## config.mk

```make
export PLATFORM = sky130hd
export DESIGN_NAME = sarcc_ctrl
export DESIGN_NICKNAME = d
export VERILOG_FILES = /design/src/sarcc_pkg.sv /design/src/sarcc_sync.sv /design/src/sarcc_ctrl.sv
export SDC_FILE = /design/constraint.sdc
export NUM_CORES = 1
export LEC_CHECK = 0
export ABC_AREA = 1
export BUFFER_PORTS_ARGS = -buffer_cell sky130_fd_sc_hd__buf_2
export CAP_MARGIN = 20
export CORE_MARGIN = 3
export CORE_UTILIZATION = 55
export DETAILED_ROUTE_END_ITERATION = 7
export GPL_TIMING_DRIVEN = 0
export PLACE_DENSITY = 0.77
export SYNTH_ARGS = -nofsm -noshare
export SYNTH_HDL_FRONTEND = slang
export SYNTH_SLANG_ARGS = --single-unit
```

## constraint.sdc

```tcl
create_clock -name clk_i -period 1.9 [get_ports clk_i]
set_clock_uncertainty 0.2 [all_clocks]
set_input_delay 0.38 -clock clk_i [delete_from_list [all_inputs] [get_ports clk_i]]
set_output_delay 0.38 -clock clk_i [all_outputs]
set_load 0.05 [all_outputs]
```

## src/sarcc_pkg.sv

```systemverilog
package sarcc_pkg;

	// ----------------------------------------------------------------
	// Word and field sizes
	// ----------------------------------------------------------------
	localparam int WORD_W = 16;
	localparam int BIT_IDX_W = 4;
	localparam int TRIM_W = 6;
	localparam logic [BIT_IDX_W-1:0] BIT_MSB = 4'hF;
	localparam logic [BIT_IDX_W-1:0] BIT_LSB = 4'h0;
	localparam logic [TRIM_W-1:0] TRIM_MAX = 6'h3F;
	localparam logic [TRIM_W-1:0] TRIM_RST = 6'h00;
	localparam logic [WORD_W-1:0] WORD_ZERO = 16'h0000;
	localparam logic [WORD_W-1:0] WORD_ONE = 16'h0001;

	// ----------------------------------------------------------------
	// Timing
	// ----------------------------------------------------------------
	localparam int CLK_MHZ = 20;
	localparam int RST_MIN_NS = 100;
	localparam int RST_MIN_CYC_I = (RST_MIN_NS * CLK_MHZ + 999) / 1000;
	localparam logic [3:0] RST_MIN_CYC = 4'(RST_MIN_CYC_I);
	// Last count of the master clock to sequencer clock divider (ratio of four)
	localparam logic [1:0] SEQ_DIV_LAST = 2'h3;
	// Internal oscillator: one master tick every this many clk_i cycles plus one
	localparam logic [3:0] INT_OSC_LAST = 4'h4;
	// Master pin quiet (low) this long means the internal oscillator runs
	localparam logic [7:0] EXT_IDLE_LAST = 8'h40;

	// ----------------------------------------------------------------
	// Control states
	// ----------------------------------------------------------------
	typedef enum logic [4:0] {
		ST_CAL   = 5'h01,
		ST_TRACK = 5'h02,
		ST_HOLD  = 5'h04,
		ST_ZERO  = 5'h08,
		ST_TRIAL = 5'h10
	} sarcc_state_e;

endpackage : sarcc_pkg

```

## src/sarcc_sync.sv

```systemverilog
`timescale 1ns/1ps
module sarcc_sync (
	// Clock and reset
	input wire logic clk_i,
	input wire logic nrst_i,
	// Asynchronous level in
	input wire logic async_i,
	// Filtered level and its edges
	output logic level_o,
	output logic rise_o,
	output logic fall_o
);

	logic s1_r;
	logic s2_r;
	logic s3_r;
	logic level_r;
	logic level_nxt;
	logic rise_nxt;
	logic fall_nxt;

	// A change is taken only when the two late stages agree
	always_comb begin
		level_nxt = level_r;
		if (s2_r == s3_r) begin
			level_nxt = s3_r;
		end
		rise_nxt = level_nxt & ~level_r;
		fall_nxt = ~level_nxt & level_r;
	end

	always_ff @(posedge clk_i or negedge nrst_i) begin
		if (!nrst_i) begin
			s1_r <= 1'b0;
			s2_r <= 1'b0;
			s3_r <= 1'b0;
			level_r <= 1'b0;
			rise_o <= 1'b0;
			fall_o <= 1'b0;
		end else begin
			s1_r <= async_i;
			s2_r <= s1_r;
			s3_r <= s2_r;
			level_r <= level_nxt;
			rise_o <= rise_nxt;
			fall_o <= fall_nxt;
		end
	end

	assign level_o = level_r;

endmodule : sarcc_sync

```

## src/sarcc_ctrl.sv

```systemverilog
// Behaviour
// - Each conversion starts with the trial code at half-scale, MSB only.
// - Clear the tried bit if input is below trial; then set next bit.
// - Every bit is tried from MSB to LSB before the result is final.
// - Result saturates all ones above reference, all zeros below range.
// - Bipolar: MSB weight on reference while tracking; offset binary out.
// - Track when idle; on conversion command open switch, ignore input.
// - Hold comparator offsets while tracking; subtract at conversion start. Code raises autozero_o only in ST_ZERO, after hold.
// - Calibration trims each bit to sum of lower bits plus dummy LSB.
// - Pin held low selects internal oscillator, else pin clocks device.
// - All calibration and conversion intervals count master clock cycles.
// - Falling hold edge starts conversion; track resumes automatically.
// - Conversion is sequenced from master clock divided by four.
// - Reset pin high clears logic; calibration begins on its release.
`timescale 1ns/1ps
module sarcc_ctrl (
	// Clock and reset
	input wire logic clk_i,
	input wire logic nrst_i,
	// Device pins
	input wire logic master_clock_pin_i,
	input wire logic hold_n_i,
	input wire logic adc_rst_i,
	input wire logic bipolar_i,
	// Comparator: high when the held input is not below the DAC level
	input wire logic comp_i,
	// Capacitor array control
	output logic [sarcc_pkg::WORD_W-1:0] dac_code_o,
	output logic track_switch_o,
	output logic msb_to_ref_o,
	output logic autozero_o,
	// Calibration trim port
	output logic [sarcc_pkg::BIT_IDX_W-1:0] cal_bit_o,
	output logic [sarcc_pkg::TRIM_W-1:0] cal_trim_o,
	output logic cal_trim_we_o,
	// Status and result
	output logic calibrating_o,
	output logic converting_o,
	output logic int_osc_en_o,
	output logic [sarcc_pkg::WORD_W-1:0] result_o,
	output logic result_valid_o
);

	// ----------------------------------------------------------------
	// Pin synchronisers
	// ----------------------------------------------------------------
	logic mclk_lvl;
	logic mclk_rise;
	logic hold_fall;
	logic rst_lvl;

	sarcc_sync u_sync_mclk (
		.clk_i(clk_i),
		.nrst_i(nrst_i),
		.async_i(master_clock_pin_i),
		.level_o(mclk_lvl),
		.rise_o(mclk_rise),
		.fall_o()
	);

	sarcc_sync u_sync_hold (
		.clk_i(clk_i),
		.nrst_i(nrst_i),
		.async_i(hold_n_i),
		.level_o(),
		.rise_o(),
		.fall_o(hold_fall)
	);

	sarcc_sync u_sync_rst (
		.clk_i(clk_i),
		.nrst_i(nrst_i),
		.async_i(adc_rst_i),
		.level_o(rst_lvl),
		.rise_o(),
		.fall_o()
	);

	// ----------------------------------------------------------------
	// Master clock source and sequencer tick
	// ----------------------------------------------------------------
	logic [7:0] idle_r;
	logic [7:0] idle_nxt;
	logic [3:0] osc_r;
	logic [3:0] osc_nxt;
	logic [1:0] div_r;
	logic [1:0] div_nxt;
	logic int_osc_r;
	logic int_osc_nxt;
	logic seq_tick_r;
	logic seq_tick_nxt;
	logic mclk_tick;
	logic [3:0] rst_cnt_r;
	logic [3:0] rst_cnt_nxt;
	logic rst_act_r;
	logic rst_act_nxt;

	always_comb begin
		idle_nxt = idle_r;
		if (mclk_rise) begin
			idle_nxt = 8'h00;
		end else if (idle_r != sarcc_pkg::EXT_IDLE_LAST) begin
			idle_nxt = idle_r + 8'h01;
		end
		// Quiet low pin falls back to the on-chip oscillator
		int_osc_nxt = (idle_r == sarcc_pkg::EXT_IDLE_LAST) & ~mclk_lvl;
		osc_nxt = (osc_r == sarcc_pkg::INT_OSC_LAST) ? 4'h0 : osc_r + 4'h1;
		mclk_tick = int_osc_r ? (osc_r == sarcc_pkg::INT_OSC_LAST)
			: mclk_rise;
		div_nxt = div_r;
		seq_tick_nxt = 1'b0;
		if (mclk_tick) begin
			div_nxt = div_r + 2'h1;
			seq_tick_nxt = (div_r == sarcc_pkg::SEQ_DIV_LAST);
		end
		// Short glitches on the reset pin are not taken as a reset
		rst_cnt_nxt = 4'h0;
		if (rst_lvl) begin
			rst_cnt_nxt = (rst_cnt_r == sarcc_pkg::RST_MIN_CYC) ? rst_cnt_r
				: rst_cnt_r + 4'h1;
		end
		rst_act_nxt = rst_lvl & (rst_cnt_nxt == sarcc_pkg::RST_MIN_CYC);
	end

	always_ff @(posedge clk_i or negedge nrst_i) begin
		if (!nrst_i) begin
			idle_r <= 8'h00;
			osc_r <= 4'h0;
			div_r <= 2'h0;
			int_osc_r <= 1'b0;
			seq_tick_r <= 1'b0;
			rst_cnt_r <= 4'h0;
			rst_act_r <= 1'b0;
		end else begin
			idle_r <= idle_nxt;
			osc_r <= osc_nxt;
			div_r <= div_nxt;
			int_osc_r <= int_osc_nxt;
			seq_tick_r <= seq_tick_nxt;
			rst_cnt_r <= rst_cnt_nxt;
			rst_act_r <= rst_act_nxt;
		end
	end

	// ----------------------------------------------------------------
	// Calibration and conversion sequencer
	// ----------------------------------------------------------------
	sarcc_pkg::sarcc_state_e state_r;
	sarcc_pkg::sarcc_state_e state_nxt;
	logic [sarcc_pkg::WORD_W-1:0] trial_r;
	logic [sarcc_pkg::WORD_W-1:0] trial_nxt;
	logic [sarcc_pkg::BIT_IDX_W-1:0] bit_r;
	logic [sarcc_pkg::BIT_IDX_W-1:0] bit_nxt;
	logic [sarcc_pkg::TRIM_W-1:0] trim_r;
	logic [sarcc_pkg::TRIM_W-1:0] trim_nxt;
	logic trim_we_nxt;
	logic [sarcc_pkg::WORD_W-1:0] result_nxt;
	logic valid_nxt;
	logic track_nxt;
	logic msb_ref_nxt;
	logic azero_nxt;
	logic [sarcc_pkg::WORD_W-1:0] decided;
	logic cal_nxt;
	logic conv_nxt;

	always_comb begin
		state_nxt = state_r;
		trial_nxt = trial_r;
		bit_nxt = bit_r;
		trim_nxt = trim_r;
		trim_we_nxt = 1'b0;
		result_nxt = result_o;
		valid_nxt = 1'b0;
		// Input below trial level drops the bit under test
		decided = comp_i ? trial_r
			: trial_r & ~(sarcc_pkg::WORD_ONE << bit_r);
		case (state_r)
			sarcc_pkg::ST_CAL: begin
				// Raise trim while the bit weighs less than lower bits + dummy
				if (seq_tick_r) begin
					if (comp_i && trim_r != sarcc_pkg::TRIM_MAX) begin
						trim_nxt = trim_r + 6'h01;
						trim_we_nxt = 1'b1;
					end else if (bit_r == sarcc_pkg::BIT_MSB) begin
						state_nxt = sarcc_pkg::ST_TRACK;
						bit_nxt = sarcc_pkg::BIT_LSB;
						trim_nxt = sarcc_pkg::TRIM_RST;
					end else begin
						bit_nxt = bit_r + 4'h1;
						trim_nxt = sarcc_pkg::TRIM_RST;
					end
				end
			end
			sarcc_pkg::ST_TRACK: begin
				if (hold_fall) begin
					state_nxt = sarcc_pkg::ST_HOLD;
				end
			end
			sarcc_pkg::ST_HOLD: begin
				// Charge already trapped; wait for sequencer phase
				if (seq_tick_r) begin
					state_nxt = sarcc_pkg::ST_ZERO;
				end
			end
			sarcc_pkg::ST_ZERO: begin
				if (seq_tick_r) begin
					state_nxt = sarcc_pkg::ST_TRIAL;
					trial_nxt = sarcc_pkg::WORD_ONE << sarcc_pkg::BIT_MSB;
					bit_nxt = sarcc_pkg::BIT_MSB;
				end
			end
			sarcc_pkg::ST_TRIAL: begin
				if (seq_tick_r) begin
					if (bit_r == sarcc_pkg::BIT_LSB) begin
						// Only whole words reach the result; no
						// extra clamp needed, a stuck comparator
						// already walks to all ones or all zeros
						result_nxt = decided;
						valid_nxt = 1'b1;
						trial_nxt = sarcc_pkg::WORD_ZERO;
						state_nxt = sarcc_pkg::ST_TRACK;
					end else begin
						trial_nxt = decided
							| (sarcc_pkg::WORD_ONE << (bit_r - 4'h1));
						bit_nxt = bit_r - 4'h1;
					end
				end
			end
			default: begin
				state_nxt = sarcc_pkg::ST_CAL;
			end
		endcase
		if (rst_act_r) begin
			// Reset overrides all; calibration restarts on release
			state_nxt = sarcc_pkg::ST_CAL;
			trial_nxt = sarcc_pkg::WORD_ZERO;
			bit_nxt = sarcc_pkg::BIT_LSB;
			trim_nxt = sarcc_pkg::TRIM_RST;
			trim_we_nxt = 1'b0;
			result_nxt = sarcc_pkg::WORD_ZERO;
			valid_nxt = 1'b0;
		end
		// Switch opens for hold, offset removal and trials
		track_nxt = (state_nxt == sarcc_pkg::ST_TRACK);
		msb_ref_nxt = track_nxt & bipolar_i;
		azero_nxt = (state_nxt == sarcc_pkg::ST_ZERO);
		cal_nxt = (state_nxt == sarcc_pkg::ST_CAL);
		// Next state is always one legal one-hot code
		conv_nxt = ~track_nxt & ~cal_nxt;
	end

	always_ff @(posedge clk_i or negedge nrst_i) begin
		if (!nrst_i) begin
			state_r <= sarcc_pkg::ST_CAL;
			trial_r <= sarcc_pkg::WORD_ZERO;
			bit_r <= sarcc_pkg::BIT_LSB;
			trim_r <= sarcc_pkg::TRIM_RST;
			cal_trim_we_o <= 1'b0;
			result_o <= sarcc_pkg::WORD_ZERO;
			result_valid_o <= 1'b0;
			track_switch_o <= 1'b0;
			msb_to_ref_o <= 1'b0;
			autozero_o <= 1'b0;
			// Reset leaves the sequencer in calibration
			calibrating_o <= 1'b1;
			converting_o <= 1'b0;
		end else begin
			state_r <= state_nxt;
			trial_r <= trial_nxt;
			bit_r <= bit_nxt;
			trim_r <= trim_nxt;
			cal_trim_we_o <= trim_we_nxt;
			result_o <= result_nxt;
			result_valid_o <= valid_nxt;
			track_switch_o <= track_nxt;
			msb_to_ref_o <= msb_ref_nxt;
			autozero_o <= azero_nxt;
			calibrating_o <= cal_nxt;
			converting_o <= conv_nxt;
		end
	end

	// Flop-driven views of sequencer state
	assign dac_code_o = trial_r;
	assign cal_bit_o = bit_r;
	assign cal_trim_o = trim_r;
	assign int_osc_en_o = int_osc_r;

endmodule : sarcc_ctrl

```

Word-level counts from Yosys, hierarchy flattened
Index checks and enable logic that the tools add are counted.

storage, ports and cells
  input port bits = 7
  word-level logic and storage cells = 141
  bits in registers = 89
  output and inout bits = 50

cells by class
  reduce and logical (&&, ||, !) cells = 13
  multiplexer cells = 49
  bitwise operators = 13
  shift-type cells = 2
  $add $sub $neg = 7
  equality and inequality tests = 24

operators with widths
  operator                                                                 number
  16-bit two-way mux                                                       9
  5-bit two-way mux                                                        9
  4-bit two-way mux                                                        10
  16-bit case mux with 2 select lines                                      1
  1-bit by 4-bit << shifter with 16-bit output, first input constant       2
  5-bit case mux with 5 select lines                                       1
  6-bit two-way mux                                                        4
  16-bit AND                                                               1
  8-bit two-way mux                                                        2
  16-bit inverter                                                          1
  16-bit OR                                                                1
  3-bit inequality test, second input constant                             5
  4-bit by 1-bit adder with 4-bit output, second input constant            3
  1-bit two-way mux                                                        12
  4-bit case mux with 3 select lines                                       1
  5-bit by 1-bit == test with 1-bit output, second input constant          2
  5-bit by 2-bit == test with 1-bit output, second input constant          2
  5-bit by 4-bit == test with 1-bit output, second input constant          2
  2-bit nonzero test                                                       5
  8-bit by 1-bit adder with 8-bit output, second input constant            1
  4-bit by 2-bit == test with 1-bit output, second input constant          2
  8-bit by 7-bit == test with 1-bit output, second input constant          1
  8-bit by 7-bit inequality test with 1-bit output, second input constant  1
  6-bit by 1-bit adder with 6-bit output, second input constant            1
  other kinds (18)                                                         29

Logic depth before layout (Yosys ltp)
  depth after elaboration = 9
  mapped depth = 10
  gate-level depth less buffers = 9

Hierarchy
Synthesis repeated with hierarchy kept, for this count alone.

unflattened totals
  cells, all modules = 510
  area, all modules = 4,425.5 µm²

modules (own cells, without submodules)
  module      instances  cells each  area an instance (µm²)  sequential area each (µm²)
  sarcc_ctrl  1          471         3,881.2                 1,879.3
  sarcc_sync  3          13          181.4                   150.1

Worst setup path before layout
OpenSTA, ideal clock, no wires.

  path kind = register to register
  start point = register bit_r, in the netlist cal_bit_o[0]
  end point = register result_o[10] (netlist name)
  period minus slack after synthesis = 2.158 ns
  buffers on the path = 1
  library setup time = 0.076 ns
  path slack = -0.258 ns
  data required time = 1.624 ns
  stages on the path, launching flop included = 9
  arrival = 1.882 ns
  cell sequence = dfrtp_1 inv_1 ha_1 nand3_4 nor2_4 a21oi_4 buf_6 nand2_1 o21ai_2

between the ends
  cells in the longest elaborated chain, start to end = 8
  elaborated cells between the ends (all ways) = 11
  those cells by class = shift: 1; mux: 5; bitwise: 2; reduce/logical: 3

RTL lines
  item                                          line               text
  start: declaration                            sarcc_ctrl.sv:152  logic [sarcc_pkg::BIT_IDX_W-1:0] bit_r;
  start signal: assignment                      sarcc_ctrl.sv:256  bit_r <= sarcc_pkg::BIT_LSB;
  start signal: assignment                      sarcc_ctrl.sv:270  bit_r <= bit_nxt;
  1-bit by 4-bit << shifter with 16-bit output  sarcc_ctrl.sv:176  : trial_r & ~(sarcc_pkg::WORD_ONE << bit_r);
  16-bit inverter                               sarcc_ctrl.sv:176
  16-bit AND                                    sarcc_ctrl.sv:176
  16-bit two-way mux                            sarcc_ctrl.sv:175  decided = comp_i ? trial_r
  16-bit two-way mux                            sarcc_ctrl.sv:214  if (bit_r == sarcc_pkg::BIT_LSB) begin
  16-bit two-way mux                            sarcc_ctrl.sv:213  if (seq_tick_r) begin
  16-bit two-way mux                            sarcc_ctrl.sv:177  case (state_r)
  16-bit two-way mux                            sarcc_ctrl.sv:233  if (rst_act_r) begin
  end signal: assignment                        sarcc_ctrl.sv:259  result_o <= sarcc_pkg::WORD_ZERO;
  end signal: assignment                        sarcc_ctrl.sv:273  result_o <= result_nxt;
  end: declaration                              sarcc_ctrl.sv:40   output logic [sarcc_pkg::WORD_W-1:0] result_o,

Parallel ways exist; a longest one is shown, timed or not. The select of a mux whose other input is x is not followed.
A chain may end at the register's enable or synchronous reset.

Final worst setup path
  start point = register bit_r, in the netlist cal_bit_o[0]
  end point = register trial_r, in the netlist dac_code_o[14]

between the ends
  cells in the longest elaborated chain, start to end = 9
  elaborated cells between the ends (all ways) = 12
  those cells by class = add/sub: 1; shift: 2; mux: 5; bitwise: 3; reduce/logical: 1

RTL lines
  item                                                                                 line               text
  branches (longest 5 deep; another with 4-bit by 1-bit subtractor with 4-bit output)  -
  16-bit two-way mux *                                                                 sarcc_ctrl.sv:214
  16-bit two-way mux *                                                                 sarcc_ctrl.sv:213
  16-bit case mux with 2 select lines *                                                sarcc_ctrl.sv:177
  16-bit two-way mux *                                                                 sarcc_ctrl.sv:233
  end signal: assignment                                                               sarcc_ctrl.sv:255  trial_r <= sarcc_pkg::WORD_ZERO;
  end signal: assignment                                                               sarcc_ctrl.sv:269  trial_r <= trial_nxt;
  end: declaration                                                                     sarcc_ctrl.sv:150  logic [sarcc_pkg::WORD_W-1:0] trial_r;

Every way passes the cells marked *. The select of a mux whose other input is x is not followed.

==> impl_metrics.py <==
metrics = {
    "run_status": {
        "status": "complete, no violations",
    },
    "clock_network": {
        "clkSlewWorstSetupHoldPaths_ns": 0.09,
        "cts_tree": "built",
        "htreeDepth": 3,
        "root_buffer": "clkbuf_8",
        "clock-sinks": 89,
        "clk_latency_ns": 0.36,
        "cts_buffer_depth": 2,
        "numCtsBuffers": 9,
    },
    "logic_synthesis": {
        "synthesis.nets": 504,
        "synth-main-ff-cell": "dfrtp_1",
        "synth.area.top_cells": "dfrtp_1 51%, nand2_1 11%, o21ai_0 4.4%",
        "ys_warn_count": 0,
        "synth_cells": 482,
        "synthArstFlopShare_pct": 100,
        "synth_most_common_cell": "nand2_1",
        "yosysTopAreaCell": "dfrtp_1",
        "synth_top_area_share_pct": 50.5,
        "ys_types": 36,
        "yosys_register_bits": 89,
        "synth_edf_count": 0,
        "syn_area_mm2": 0.00431,
        "synth_common_cells": "126 x nand2_1, 87 x dfrtp_1, 47 x nor2_1, 43 x inv_1, 38 x o21ai_0",
        "synth.avg_cell_area_um2": 8.94,
        "synth.yosys.seq_area_share_pct": 51.7,
    },
    "setup_path": {
        "reg2reg_to": "dac_code_o[14]",
        "endpoint": "dac_code_o[14]",
        "cp.required_ns": 1.96,
        "path_class": "flop to flop",
        "rr_startpoint": "cal_bit_o[0]",
        "start_kind": "flop",
        "r2r_slack_ns": 0.09,
        "startpoint": "cal_bit_o[0]",
        "cp_max_fo": 6,
        "worstPathArrival_ns": 1.87,
        "end_kind": "flop",
        "reg2reg_depth": 6,
    },
    "floorplanning": {
        "ios": 57,
        "dieArea_mm2": 0.00893,
        "rows": 31,
        "die_w_um": 94.5,
        "dieHeight_um": 94.5,
        "core_area_mm2": 0.00741,
        "initial_core_util_pct": 58.2,
    },
    "sta": {
        "finalSetupViolCount": 0,
        "rsz0062_at_grt": "yes",
        "fmax_mhz": 551,
        "hold_violations": 0,
        "fin_crit_sh_pct": 95.4,
        "worst_pin_slew_ns": 0.376,
        "slew_viol_final": 0,
        "fin_ws_ns": 0.0867,
        "holdWs_ns": 0.0324,
        "fin_crit_ns": 1.81,
        "maxSlewHeadroom_pct": 74.9,
    },
    "power_and_ir_drop": {
        "irDropWorstVdd_mv": 0.786,
        "switching_share_pct": 40.9,
        "power_frac_comb_pct": 37.4,
        "p_leak_nw": 2.60,
        "internal-power_w": 0.00345,
        "pwr-share-clk_pct": 22.9,
        "p_switching_w": 0.00239,
        "powerDensity_mw_per_mm2": 1150,
        "finalPower_w": 0.00584,
        "p_seq_share_pct": 39.7,
    },
    "cells_and_area": {
        "area_delta_synth_final_pct": 17.8,
        "antennaDiodeCount": 0,
        "fin_util_pct": 68.5,
        "nets": 578,
        "layout-drive-gt1-share_pct": 23.7,
    },
    "route": {
        "wl_per_cell_um": 14.0,
        "first_iter_violations": 220,
        "drc": 0,
        "vias_per_cell": 5.34,
        "vias": 3526,
        "drtPass1Iterations": 5,
        "wl_um": 9250,
        "final_antenna_net_count": 0,
    },
    "global_route": {
        "grt_antenna_before_repair": 0,
        "grt_pass1_vias": 3402,
        "grt_max_degree": 65,
        "grtUsageTotal_pct": 21.9,
        "grt_pass1_wl_um": 15400,
        "overflow": 0,
    },
    "hold_path": {
        "hold_path_class": "primary input to flop",
    },
    "place": {
        "port_buffers": 56,
        "dpl.hpwl_um": 6550,
        "globalplace.congestion": 0.898,
        "pre_cts_slack_ns": -0.0421,
    },
    "flow_run": {
        "maxCapViolCount": 0,
    },
}
## sequential cells by signal, summed over array words and instances (netlist names), 2 cells and up
name and cells:
state_r 5, result_o 16, rst_cnt_r 4, osc_r 4, idle_r 8, cal_bit_o 4
cal_trim_o 6, dac_code_o 16, div_r 2
## logic make-up (layout without fill, tap and decap cells)
| logic type | count (synthesis) | in the layout | synth area share, % |
|---|---|---|---|
| mux | 1 | 1 | 0.261 |
| buf+inv | 55 | 133 | 5.92 |
| flops | 89 | 89 | 51.7 |
| compound gates | 82 | 82 | 11.4 |
| simple gates | 232 | 232 | 24.2 |
| xor+xnor | 6 | 7 | 1.66 |
| fa+ha+maj | 17 | 17 | 4.82 |
## how the worst min path moves through the flow
| stage | startpoint | end | slack (ns) | cells past startpoint |
|---|---|---|---|---|
| global route | bipolar_i | msb_to_ref_o | 0.06 | 3 |
| floorplan | nrst_i | autozero_o | -0.12 | 0 |
| finish | bipolar_i | msb_to_ref_o | 0.03 | 3 |
| global placement | u_sync_hold.s1_r | u_sync_hold.s2_r | 0.14 | 0 |
| CTS | bipolar_i | msb_to_ref_o | 0.03 | 3 |
| detailed placement | nrst_i | dac_code_o[5] | 0.12 | 1 |
## routing by layer
metal	up-vias	track usage, %	part of all wire, %
met4	0	9.25	2.2
met2	114	36.5	49
met5	-	0	0
met3	23	4.54	5.5
met1	1666	27.8	43
li1	1723	-	-
## cell type report
type,count,area [µm²]
fillers,593,2330
multi-input cells,339,1890
inverters,48,189
clock inverters,7,77.6
clock buffers,9,124
flip-flops and latches,89,2230
plain buffers,7,71.3
well taps,99,124
repair buffers,62,370
## stage by stage
stage / TNS [ns] / std cells / cell area (µm²)
after CTS: 0 / 658 / 5000
after global routing: -0.0776 / 660 / 5080
final: 0 / 660 / 5080
after detailed placement: -0.410 / 638 / 4750
after floorplan: 0 / 482 / 4310
after global placement: -42.41 / 637 / 4720
## placed cells by master, fill, tap and decap left out, types with 3 or more instances in the layout
cell type / netlist / final
a21boi_0: 3 / 3
a21oi_1: 13 / 13
buf_2: 0 / 55
buf_4: 2 / 3
buf_6: 5 / 5
clkbuf_8: 0 / 9
clkinvlp_4: 0 / 3
dfrtp_1: 87 / 85
dlygate4sd3_1: 0 / 4
ha_1: 15 / 12
inv_1: 43 / 41
inv_2: 3 / 3
inv_4: 1 / 3
nand2_1: 126 / 125
nand2_2: 3 / 4
nand3_1: 29 / 28
nand3_2: 3 / 4
nand4_1: 7 / 7
nor2_1: 47 / 46
nor2_2: 2 / 3
nor2_4: 6 / 6
nor3_1: 4 / 4
o21a_1: 6 / 6
o21ai_0: 38 / 28
o21ai_1: 6 / 13
o21ai_2: 10 / 13
xor2_1: 4 / 4
## what timing repair did
action	CTS	global route
cloned	0	1
setup endpoints to repair	17	30
pin swaps	0	1
resized for setup	5	19
setup buffers	0	1
hold buffers	4	0
hold endpoints to repair	26	0
## critical path, cell delays in order (launching register included)
cell	delay [ns]
dfrtp_2	0.48
inv_4	0.12
ha_1	0.25
nand2_1	0.12
o21ai_2	0.23
a21boi_0	0.22
o21ai_1	0.08
## power groups by stage
| stage | registers (W) | logic [W] | clock network [W] |
|---|---|---|---|
| after global placement | 0.00233 | 0.00195 | 0 |
| after detailed placement | 0.00234 | 0.00200 | 0 |
| after floorplan | 0.00260 | 0.00124 | 0 |
| final | 0.00232 | 0.00219 | 0.00134 |
| after global routing | 0.00236 | 0.00240 | 0.00144 |
| after CTS | 0.00230 | 0.00205 | 0.00135 |
(Power assumes the default switching activity.)
